**src/shared/epi_pkg.sv**
```systemverilog
// Shared constants and types of the external pin interrupt unit
package epi_pkg;

  // Register indices; byte address is four times the index
  localparam logic [7:0] EPI_IDX_PCM_LOW = 8'h12;
  localparam logic [7:0] EPI_IDX_PCM_HIGH = 8'h20;
  localparam logic [7:0] EPI_IDX_CORE_CTRL = 8'h35;
  localparam logic [7:0] EPI_IDX_FLAG = 8'h3a;
  localparam logic [7:0] EPI_IDX_MASK = 8'h3b;

  // Field positions in mask, flag and core control registers
  localparam int EPI_BIT_EXT = 6;
  localparam int EPI_BIT_G1 = 5;
  localparam int EPI_BIT_G0 = 4;
  localparam int EPI_SENSE_LSB = 0;

  // Writable bits of each register; others read as zero
  localparam logic [7:0] EPI_PCM_LOW_RW = 8'hff;
  localparam logic [7:0] EPI_PCM_HIGH_RW = 8'h0f;
  localparam logic [7:0] EPI_CORE_CTRL_RW = 8'h03;
  localparam logic [7:0] EPI_FLAG_RW = 8'h70;
  localparam logic [7:0] EPI_MASK_RW = 8'h70;

  // Reset values
  localparam logic [7:0] EPI_RST_PCM_LOW = 8'h00;
  localparam logic [7:0] EPI_RST_PCM_HIGH = 8'h00;
  localparam logic [7:0] EPI_RST_CORE_CTRL = 8'h00;
  localparam logic [7:0] EPI_RST_FLAG = 8'h00;
  localparam logic [7:0] EPI_RST_MASK = 8'h00;

  // Vector addresses
  localparam logic [15:0] EPI_VEC_NONE = 16'h0000;
  localparam logic [15:0] EPI_VEC_EXT = 16'h0001;
  localparam logic [15:0] EPI_VEC_G0 = 16'h0002;
  localparam logic [15:0] EPI_VEC_G1 = 16'h0003;

  // Pin group sizes
  localparam int EPI_G0_PINS = 8;
  localparam int EPI_G1_PINS = 4;

  // AHB-Lite codes
  localparam logic [2:0] EPI_HSIZE_WORD = 3'h2;
  localparam logic [1:0] EPI_HRESP_OKAY = 2'h0;

  typedef enum logic [1:0] {
    EPI_SENSE_LOW,
    EPI_SENSE_ANY,
    EPI_SENSE_FALL,
    EPI_SENSE_RISE
  } epi_sense_e;

  typedef struct packed {
    logic ext;
    logic g1;
    logic g0;
  } epi_src_s;

  typedef struct packed {
    logic valid;
    logic [7:0] index;
    logic [31:0] data;
  } epi_wr_s;

  // Fixed priority: dedicated pin, then group 0, then group 1
  function automatic logic [15:0] epi_vector(input epi_src_s req);
    if (req.ext) begin
      return EPI_VEC_EXT;
    end else if (req.g0) begin
      return EPI_VEC_G0;
    end else if (req.g1) begin
      return EPI_VEC_G1;
    end
    return EPI_VEC_NONE;
  endfunction : epi_vector

endpackage : epi_pkg

```
**src/core/epi_ahb_slave.sv**
```systemverilog
// AHB-Lite slave front end, zero wait states
`timescale 1ns/1ns
`default_nettype none
module epi_ahb_slave
  import epi_pkg::*;
(
  input wire logic clock_in,
  input wire logic nrst_in,
  input wire logic hsel_in,
  input wire logic [31:0] haddr_in,
  input wire logic [1:0] htrans_in,
  input wire logic hwrite_in,
  input wire logic [2:0] hsize_in,
  input wire logic [31:0] hwdata_in,
  input wire logic hready_in,
  input wire logic [31:0] rd_data_in,
  output logic [7:0] rd_index_out,
  output epi_wr_s wr_out,
  output logic [31:0] hrdata_out,
  output logic hreadyout_out,
  output logic [1:0] hresp_out
);
  logic pend_wr;
  logic [7:0] pend_index;
  logic next_pend_wr;
  logic [7:0] next_pend_index;
  logic [31:0] next_hrdata;
  logic addr_phase;
  logic mapped;

  assign addr_phase = hsel_in && hready_in && htrans_in[1];
  assign mapped = (haddr_in[31:10] == '0) && (haddr_in[1:0] == 2'h0);
  assign rd_index_out = haddr_in[9:2];

  always_comb begin
    next_pend_wr = 1'b0;
    next_pend_index = pend_index;
    next_hrdata = hrdata_out;
    if (addr_phase) begin
      next_pend_index = haddr_in[9:2];
      next_pend_wr = hwrite_in && mapped && (hsize_in == EPI_HSIZE_WORD);
      next_hrdata = (!hwrite_in && mapped) ? rd_data_in : 32'h0000_0000;
    end
  end

  always_ff @(posedge clock_in or negedge nrst_in) begin
    if (!nrst_in) begin
      pend_wr <= 1'b0;
      pend_index <= 8'h00;
      hrdata_out <= 32'h0000_0000;
      hreadyout_out <= 1'b0;
      hresp_out <= EPI_HRESP_OKAY;
    end else begin
      pend_wr <= next_pend_wr;
      pend_index <= next_pend_index;
      hrdata_out <= next_hrdata;
      hreadyout_out <= 1'b1;
      hresp_out <= EPI_HRESP_OKAY;
    end
  end

  // Write data arrives in the data phase
  assign wr_out.valid = pend_wr;
  assign wr_out.index = pend_index;
  assign wr_out.data = hwdata_in;
endmodule : epi_ahb_slave
`default_nettype wire

```
**src/core/epi_sync.sv**
```systemverilog
// Two-flop synchroniser for pin inputs
`timescale 1ns/1ns
`default_nettype none
module epi_sync #(
  parameter int WIDTH = 1
) (
  input wire logic clock_in,
  input wire logic nrst_in,
  input wire logic [WIDTH-1:0] async_in,
  output logic [WIDTH-1:0] sync_out
);
  logic [WIDTH-1:0] stage1;
  logic [WIDTH-1:0] stage2;

  initial begin
    if (WIDTH < 1) begin
      $error("epi_sync width must be positive");
    end
  end

  always_ff @(posedge clock_in or negedge nrst_in) begin
    if (!nrst_in) begin
      stage1 <= '0;
      stage2 <= '0;
    end else begin
      stage1 <= async_in;
      stage2 <= stage1;
    end
  end

  assign sync_out = stage2;
endmodule : epi_sync
`default_nettype wire

```
**src/core/epi_top.sv**
```systemverilog
// External pin interrupt unit top level
`timescale 1ns/1ns
`default_nettype none
// Function
// Dedicated pin request needs global enable and its own mask bit.
// Sense field: 00 low, 01 any change, 10 falling, 11 rising.
// Pin sampled before edge detect; pulses over one clock register.
// Driver keeps pin low until current instruction ends in level mode.
// Mask bit 6 enables dedicated pin; served by its own vector.
// Pins trigger even when driven as outputs by the device.
// Mask bit 5 with global enable enables group 1 pins 11..8.
// Mask bit 4 with global enable enables group 0 pins 7..0.
// Dedicated pin edge sets flag bit 6; vectors only when enabled.
// Flags clear on vector entry or by writing one.
// Dedicated pin flag held clear in low-level mode.
// Group 1 change sets flag bit 5.
// Group 0 change sets flag bit 4.
// High pin mask bits 3:0 enable pins 11..8 individually.
// Low pin mask bits 7:0 enable pins 7..0 individually.
// Reserved bits of mask, flag and high pin mask read zero.
// Pin changes also raise a wake indication for sleep logic.
// Edge modes need the clock; low level also signals wake.
// Vectors: dedicated 0x0001, group 0 0x0002, group 1 0x0003.
// Per pin: current xor previous, and mask, ored over group.
module epi_top
  import epi_pkg::*;
#(
  parameter int G0_PINS = EPI_G0_PINS,
  parameter int G1_PINS = EPI_G1_PINS
) (
  input wire logic clock_in,
  input wire logic nrst_in,
  input wire logic hsel_in,
  input wire logic [31:0] haddr_in,
  input wire logic [1:0] htrans_in,
  input wire logic hwrite_in,
  input wire logic [2:0] hsize_in,
  input wire logic [31:0] hwdata_in,
  input wire logic hready_in,
  output logic [31:0] hrdata_out,
  output logic hreadyout_out,
  output logic [1:0] hresp_out,
  input wire logic ext_irq_pin_in,
  input wire logic [G0_PINS-1:0] group0_change_inputs_in,
  input wire logic [G1_PINS-1:0] group1_change_inputs_in,
  input wire logic global_irq_enable_in,
  input wire logic irq_ack_in,
  output logic irq_request_out,
  output logic [15:0] irq_vector_out,
  output logic wake_out
);
  localparam int NPINS = 1 + G0_PINS + G1_PINS;

  initial begin
    if (G0_PINS < 1 || G0_PINS > 8 || G1_PINS < 1 || G1_PINS > 4) begin
      $error("epi_top pin group sizes out of range");
    end
  end

  logic [NPINS-1:0] pins_sync;
  logic [NPINS-1:0] pins_prev;
  logic ext_s;
  logic ext_p;
  logic [G0_PINS-1:0] g0_s;
  logic [G0_PINS-1:0] g0_p;
  logic [G1_PINS-1:0] g1_s;
  logic [G1_PINS-1:0] g1_p;
  logic [G0_PINS-1:0] g0_hit;
  logic [G1_PINS-1:0] g1_hit;

  logic [7:0] pin_change_mask_low;
  logic [7:0] pin_change_mask_high;
  logic [7:0] interrupt_flag_reg;
  logic [7:0] interrupt_mask_reg;
  logic [7:0] core_control_reg;
  logic [7:0] next_pin_change_mask_low;
  logic [7:0] next_pin_change_mask_high;
  logic [7:0] next_interrupt_flag_reg;
  logic [7:0] next_interrupt_mask_reg;
  logic [7:0] next_core_control_reg;
  logic next_irq_request;
  logic [15:0] next_irq_vector;
  logic next_wake;

  epi_wr_s wr;
  logic [7:0] rd_index;
  logic [31:0] rd_data;
  epi_sense_e sense;
  logic ext_trig;
  logic level_mode;
  epi_src_s set;
  epi_src_s req;
  logic [7:0] clr;

  epi_ahb_slave u_bus (
    .clock_in(clock_in),
    .nrst_in(nrst_in),
    .hsel_in(hsel_in),
    .haddr_in(haddr_in),
    .htrans_in(htrans_in),
    .hwrite_in(hwrite_in),
    .hsize_in(hsize_in),
    .hwdata_in(hwdata_in),
    .hready_in(hready_in),
    .rd_data_in(rd_data),
    .rd_index_out(rd_index),
    .wr_out(wr),
    .hrdata_out(hrdata_out),
    .hreadyout_out(hreadyout_out),
    .hresp_out(hresp_out)
  );

  // Raw pin levels, whatever the port direction
  epi_sync #(
    .WIDTH(NPINS)
  ) u_sync (
    .clock_in(clock_in),
    .nrst_in(nrst_in),
    .async_in({ext_irq_pin_in, group1_change_inputs_in, group0_change_inputs_in}),
    .sync_out(pins_sync)
  );

  assign {ext_s, g1_s, g0_s} = pins_sync;
  assign {ext_p, g1_p, g0_p} = pins_prev;

  // Per-pin change detection
  genvar gi;
  generate
    for (gi = 0; gi < G0_PINS; gi++) begin : g_grp0
      assign g0_hit[gi] = (g0_s[gi] ^ g0_p[gi]) & pin_change_mask_low[gi];
    end
    for (gi = 0; gi < G1_PINS; gi++) begin : g_grp1
      assign g1_hit[gi] = (g1_s[gi] ^ g1_p[gi]) & pin_change_mask_high[gi];
    end
  endgenerate

  assign sense = epi_sense_e'(core_control_reg[EPI_SENSE_LSB +: 2]);
  assign level_mode = (sense == EPI_SENSE_LOW);

  // Dedicated pin trigger selection
  always_comb begin
    case (sense)
      EPI_SENSE_ANY: ext_trig = ext_s ^ ext_p;
      EPI_SENSE_FALL: ext_trig = ext_p & ~ext_s;
      EPI_SENSE_RISE: ext_trig = ext_s & ~ext_p;
      default: ext_trig = 1'b0;
    endcase
  end

  assign set.ext = ext_trig;
  assign set.g1 = |g1_hit;
  assign set.g0 = |g0_hit;

  // Level request follows the pin directly and is not latched
  assign req.ext = global_irq_enable_in && interrupt_mask_reg[EPI_BIT_EXT] &&
                   (level_mode ? ~ext_s : interrupt_flag_reg[EPI_BIT_EXT]);
  assign req.g1 = global_irq_enable_in && interrupt_mask_reg[EPI_BIT_G1] && interrupt_flag_reg[EPI_BIT_G1];
  assign req.g0 = global_irq_enable_in && interrupt_mask_reg[EPI_BIT_G0] && interrupt_flag_reg[EPI_BIT_G0];

  // Read mux
  always_comb begin
    rd_data = 32'h0000_0000;
    case (rd_index)
      EPI_IDX_PCM_LOW: rd_data[7:0] = pin_change_mask_low & EPI_PCM_LOW_RW;
      EPI_IDX_PCM_HIGH: rd_data[7:0] = pin_change_mask_high & EPI_PCM_HIGH_RW;
      EPI_IDX_CORE_CTRL: rd_data[7:0] = core_control_reg & EPI_CORE_CTRL_RW;
      EPI_IDX_FLAG: rd_data[7:0] = interrupt_flag_reg & EPI_FLAG_RW;
      EPI_IDX_MASK: rd_data[7:0] = interrupt_mask_reg & EPI_MASK_RW;
      default: rd_data = 32'h0000_0000;
    endcase
  end

  // Register and flag next state
  always_comb begin
    next_pin_change_mask_low = pin_change_mask_low;
    next_pin_change_mask_high = pin_change_mask_high;
    next_interrupt_mask_reg = interrupt_mask_reg;
    next_core_control_reg = core_control_reg;
    clr = 8'h00;
    if (wr.valid) begin
      case (wr.index)
        EPI_IDX_PCM_LOW: next_pin_change_mask_low = wr.data[7:0] & EPI_PCM_LOW_RW;
        EPI_IDX_PCM_HIGH: next_pin_change_mask_high = wr.data[7:0] & EPI_PCM_HIGH_RW;
        EPI_IDX_CORE_CTRL: next_core_control_reg = wr.data[7:0] & EPI_CORE_CTRL_RW;
        EPI_IDX_FLAG: clr = wr.data[7:0] & EPI_FLAG_RW;
        EPI_IDX_MASK: next_interrupt_mask_reg = wr.data[7:0] & EPI_MASK_RW;
        default: clr = 8'h00;
      endcase
    end
    if (irq_ack_in && irq_request_out) begin
      case (irq_vector_out)
        EPI_VEC_EXT: clr[EPI_BIT_EXT] = 1'b1;
        EPI_VEC_G0: clr[EPI_BIT_G0] = 1'b1;
        EPI_VEC_G1: clr[EPI_BIT_G1] = 1'b1;
        default: clr = clr;
      endcase
    end
    // A new event wins over a clear in the same cycle
    next_interrupt_flag_reg = interrupt_flag_reg & ~clr;
    next_interrupt_flag_reg[EPI_BIT_EXT] = next_interrupt_flag_reg[EPI_BIT_EXT] | set.ext;
    next_interrupt_flag_reg[EPI_BIT_G1] = next_interrupt_flag_reg[EPI_BIT_G1] | set.g1;
    next_interrupt_flag_reg[EPI_BIT_G0] = next_interrupt_flag_reg[EPI_BIT_G0] | set.g0;
    next_interrupt_flag_reg = next_interrupt_flag_reg & EPI_FLAG_RW;
    if (level_mode) begin
      next_interrupt_flag_reg[EPI_BIT_EXT] = 1'b0;
    end
    next_irq_request = req.ext | req.g0 | req.g1;
    next_irq_vector = epi_vector(req);
    next_wake = (set.g0 & interrupt_mask_reg[EPI_BIT_G0]) | (set.g1 & interrupt_mask_reg[EPI_BIT_G1]) |
                (level_mode & ~ext_s & interrupt_mask_reg[EPI_BIT_EXT]);
  end

  always_ff @(posedge clock_in or negedge nrst_in) begin
    if (!nrst_in) begin
      pins_prev <= '0;
      pin_change_mask_low <= EPI_RST_PCM_LOW;
      pin_change_mask_high <= EPI_RST_PCM_HIGH;
      interrupt_flag_reg <= EPI_RST_FLAG;
      interrupt_mask_reg <= EPI_RST_MASK;
      core_control_reg <= EPI_RST_CORE_CTRL;
      irq_request_out <= 1'b0;
      irq_vector_out <= EPI_VEC_NONE;
      wake_out <= 1'b0;
    end else begin
      pins_prev <= pins_sync;
      pin_change_mask_low <= next_pin_change_mask_low;
      pin_change_mask_high <= next_pin_change_mask_high;
      interrupt_flag_reg <= next_interrupt_flag_reg;
      interrupt_mask_reg <= next_interrupt_mask_reg;
      core_control_reg <= next_core_control_reg;
      irq_request_out <= next_irq_request;
      irq_vector_out <= next_irq_vector;
      wake_out <= next_wake;
    end
  end
endmodule : epi_top
`default_nettype wire

```
**config.mk**
```make
export PLATFORM = sky130hd
export DESIGN_NAME = epi_top
export DESIGN_NICKNAME = d
export VERILOG_FILES = /design/src/shared/epi_pkg.sv /design/src/core/epi_ahb_slave.sv /design/src/core/epi_sync.sv /design/src/core/epi_top.sv
export SDC_FILE = /design/constraint.sdc
export NUM_CORES = 1
export LEC_CHECK = 0
export BUFFER_PORTS_ARGS = -buffer_cell sky130_fd_sc_hd__buf_2
export CAP_MARGIN = 0
export CORE_MARGIN = 5
export CORE_UTILIZATION = 40
export DETAILED_ROUTE_END_ITERATION = 10
export GPL_ROUTABILITY_DRIVEN = 0
export PLACE_DENSITY = 0.74
export SLEW_MARGIN = 20
export SYNTH_ARGS = -nofsm -noshare
export SYNTH_HDL_FRONTEND = slang
export SYNTH_HIERARCHICAL = 1
export SYNTH_SLANG_ARGS = --single-unit
export TNS_END_PERCENT = 20
```
**constraint.sdc**
```tcl
create_clock -name clock_in -period 4.5 [get_ports clock_in]
set_input_delay 0.9 -clock clock_in [delete_from_list [all_inputs] [get_ports clock_in]]
set_output_delay 0.9 -clock clock_in [all_outputs]
set_load 0.03 [all_outputs]
```
==> impl_metrics.toml <==
[outcome]
outcome = "completed"

[hold_path]
hold_class = "flip-flop to flip-flop"
min_from = "u_sync/stage1[2]$_DFF_PN0_"
whs_endpoint = "u_sync/sync_out[2]$_DFF_PN0_"
min_path_cells = 0

[grt]
grt_pass1_vias = 3254
grt_util_met2_pct = 22.6
grt_max_degree = 74
grt_pass1_wl_mm = 15.9
track_usage_pct = 13.9
use_met1_pct = 17.2
grt.busiest_layer = "met2"
antenna_found_initial = 0
grt_use_met3_pct = 5.37
grt_overflow_total = 0

[floorplan]
start_util_pct = 40.6
core.rowCount = 40
die_h_um = 120
ios = 142
core_area_sq_mm = 0.0119
die_w_um = 120
dieArea_sq_mm = 0.0144

[place]
pre_cts_ws_ns = 1.84
dp_hpwl_mm = 6.97
port_buffers = 100
dp.cells = 616

[pwr]
peakVddDrop_uv = 261
p_sw_share_pct = 25.9
clkPwrFrac_pct = 38.7
p_per_area_mw_per_mm2 = 345
power_frac_seq_pct = 52.4
switchingPower_mw = 0.506
pwr-share-comb_pct = 8.9
total_power_mw = 1.96
power_leakage_nw = 2.75
intPower_mw = 1.45

[final_layout]
multiInputGateArea_sq_mm = 0.00201
regArea_sq_mm = 0.00263
fin_util_pct = 47.6
diodes = 0
syn2layout_area_growth_pct = 17.1
largest_register_ffs = 32
drive_gt1_share_pct = 38.8
instances_no_fill = 632
nets = 571
n_fill_cell = 1061
top_register = "u_bus/hrdata_out"

[cts]
cts_buffer_depth = 2
holdBufCountCts = 0
cts_tree = "yes"
h-tree-depth = 3
postCtsResizedCells = 0
cts_buffers = 9
cts.sinks = 105
clk_latency_ns = 0.34
path_clk_slew_ns = 0.07
postCtsSetupBuffers = 0
root_buffer = "clkbuf_16"

[worst_setup_path]
ff2ff_path_depth = 4
cp-start-kind = "input port"
crit_type = "input port to flip-flop"
crit_arrival_ns = 2.51
critPathCaptureType = "flip-flop"
ff2ff_setup_slack_ns = 2.66
startpoint = "haddr_in[2]"
path_max_fanout = 8
r2r-start = "u_bus/pend_index[7]$_DFFE_PN0P_"
required_ns = 4.73
reg2reg_to = "pin_change_mask_low[5]$_DFFE_PN0P_"

[route]
drc = 0
drtPass1Iterations = 4
first_iter_violations = 152
wirelength_mm = 9.67
antenna_left = 0
wl_per_cell_um = 15.3
avgViaCountPerCell = 4.96
vias = 3133

[timing]
tightest_slew_ns = 1.01
fin_crit_ns = 2.28
setup_viol = 0
setup_slack_ns = 2.22
hold_violations = 0
fmax_ghz = 0.438
slew_headroom_pct = 32.8
rsz0062_at_grt = "false"
fin_crit_sh_pct = 50.8
setup_tns_ns = 0
skew_ns = 0.00501
maxSlewViolCount = 0

[synthesis]
synthCells = 378
synth_area_per_cell_sq_um = 12.8
syn_area_sq_mm = 0.00484
yosysWarnings = 6

[run]
cap_viol_max_count = 0
## worst max-delay path by stage
stage / to / cells past startpoint / slack, ns
after floorplan: u_bus/hrdata_out[4]$_DFFE_PN0P_ / 7 / 2.17
after global placement: u_bus/hrdata_out[5]$_DFFE_PN0P_ / 7 / 1.90
after detailed placement: u_bus/hrdata_out[0]$_DFFE_PN0P_ / 7 / 1.84
after CTS: u_bus/hrdata_out[0]$_DFFE_PN0P_ / 7 / 2.22
after global routing: u_bus/hrdata_out[4]$_DFFE_PN0P_ / 7 / 2.05
final: u_bus/hrdata_out[0]$_DFFE_PN0P_ / 7 / 2.22
## per-stage QoR
stage               cell area, sq um  hold WS, ns
global placement                5370        0.331
CTS                             5670        0.352
finish                          5670        0.350
global route                    5670        0.357
detailed placement              5370        0.335
floorplan                       4980        0.331
## worst max-delay path, cell delays in order
cell	delay, ns
buf_2	0.11
or3_1	0.43
nor3_2	0.48
a22oi_1	0.19
nand2_1	0.11
nand2b_1	0.08
o41ai_2	0.20
## placed cells by master, fill, tap and decap left out, drive strengths merged, types with 2 or more instances in the layout
| master | count |
|---|---|
| conb | 41 |
| a22oi | 8 |
| nand2 | 43 |
| a21oi | 2 |
| clkinvlp | 2 |
| a22o | 2 |
| a222oi | 3 |
| buf | 103 |
| nor2 | 3 |
| nand4bb | 2 |
| clkinv | 2 |
| o21ai | 2 |
| nor4 | 8 |
| xor2 | 12 |
| o41ai | 32 |
| dfrtp | 105 |
| inv | 8 |
| nand4 | 5 |
| nand2b | 34 |
| nand3 | 6 |
| or4 | 2 |
| mux2i | 2 |
| nor3 | 4 |
| mux2 | 25 |
| clkbuf | 9 |
| ha | 2 |
| or3 | 2 |
| nand4b | 3 |
| nor4b | 3 |
## routing by layer
metal	share of wire, %	vias up	wire [um]
met4	1.6	0	159
met1	44	1512	4210
li1	-	1490	-
met5	0	-	0
met3	8.3	12	802
met2	47	119	4500
## area by class of cell
| cell class | instances | share of cell area, % |
|---|---|---|
| repair buffers | 103 | 9.27 |
| clock buffers | 9 | 3.97 |
| well taps | 147 | 3.25 |
| inverters | 5 | 0.331 |
| clock inverters | 7 | 1.30 |
| multi-input cells | 256 | 35.5 |
| flip-flops and latches | 105 | 46.4 |
## power by group through the flow
| stage | clock network (mW) | logic, mW | registers [mW] |
|---|---|---|---|
| after floorplan | 0 | 0.121 | 1.04 |
| after global placement | 0 | 0.170 | 1.04 |
| after detailed placement | 0 | 0.175 | 1.04 |
| after CTS | 0.787 | 0.175 | 1.03 |
| after global routing | 0.825 | 0.195 | 1.03 |
| final | 0.757 | 0.174 | 1.03 |
(Power assumes the default switching activity.)
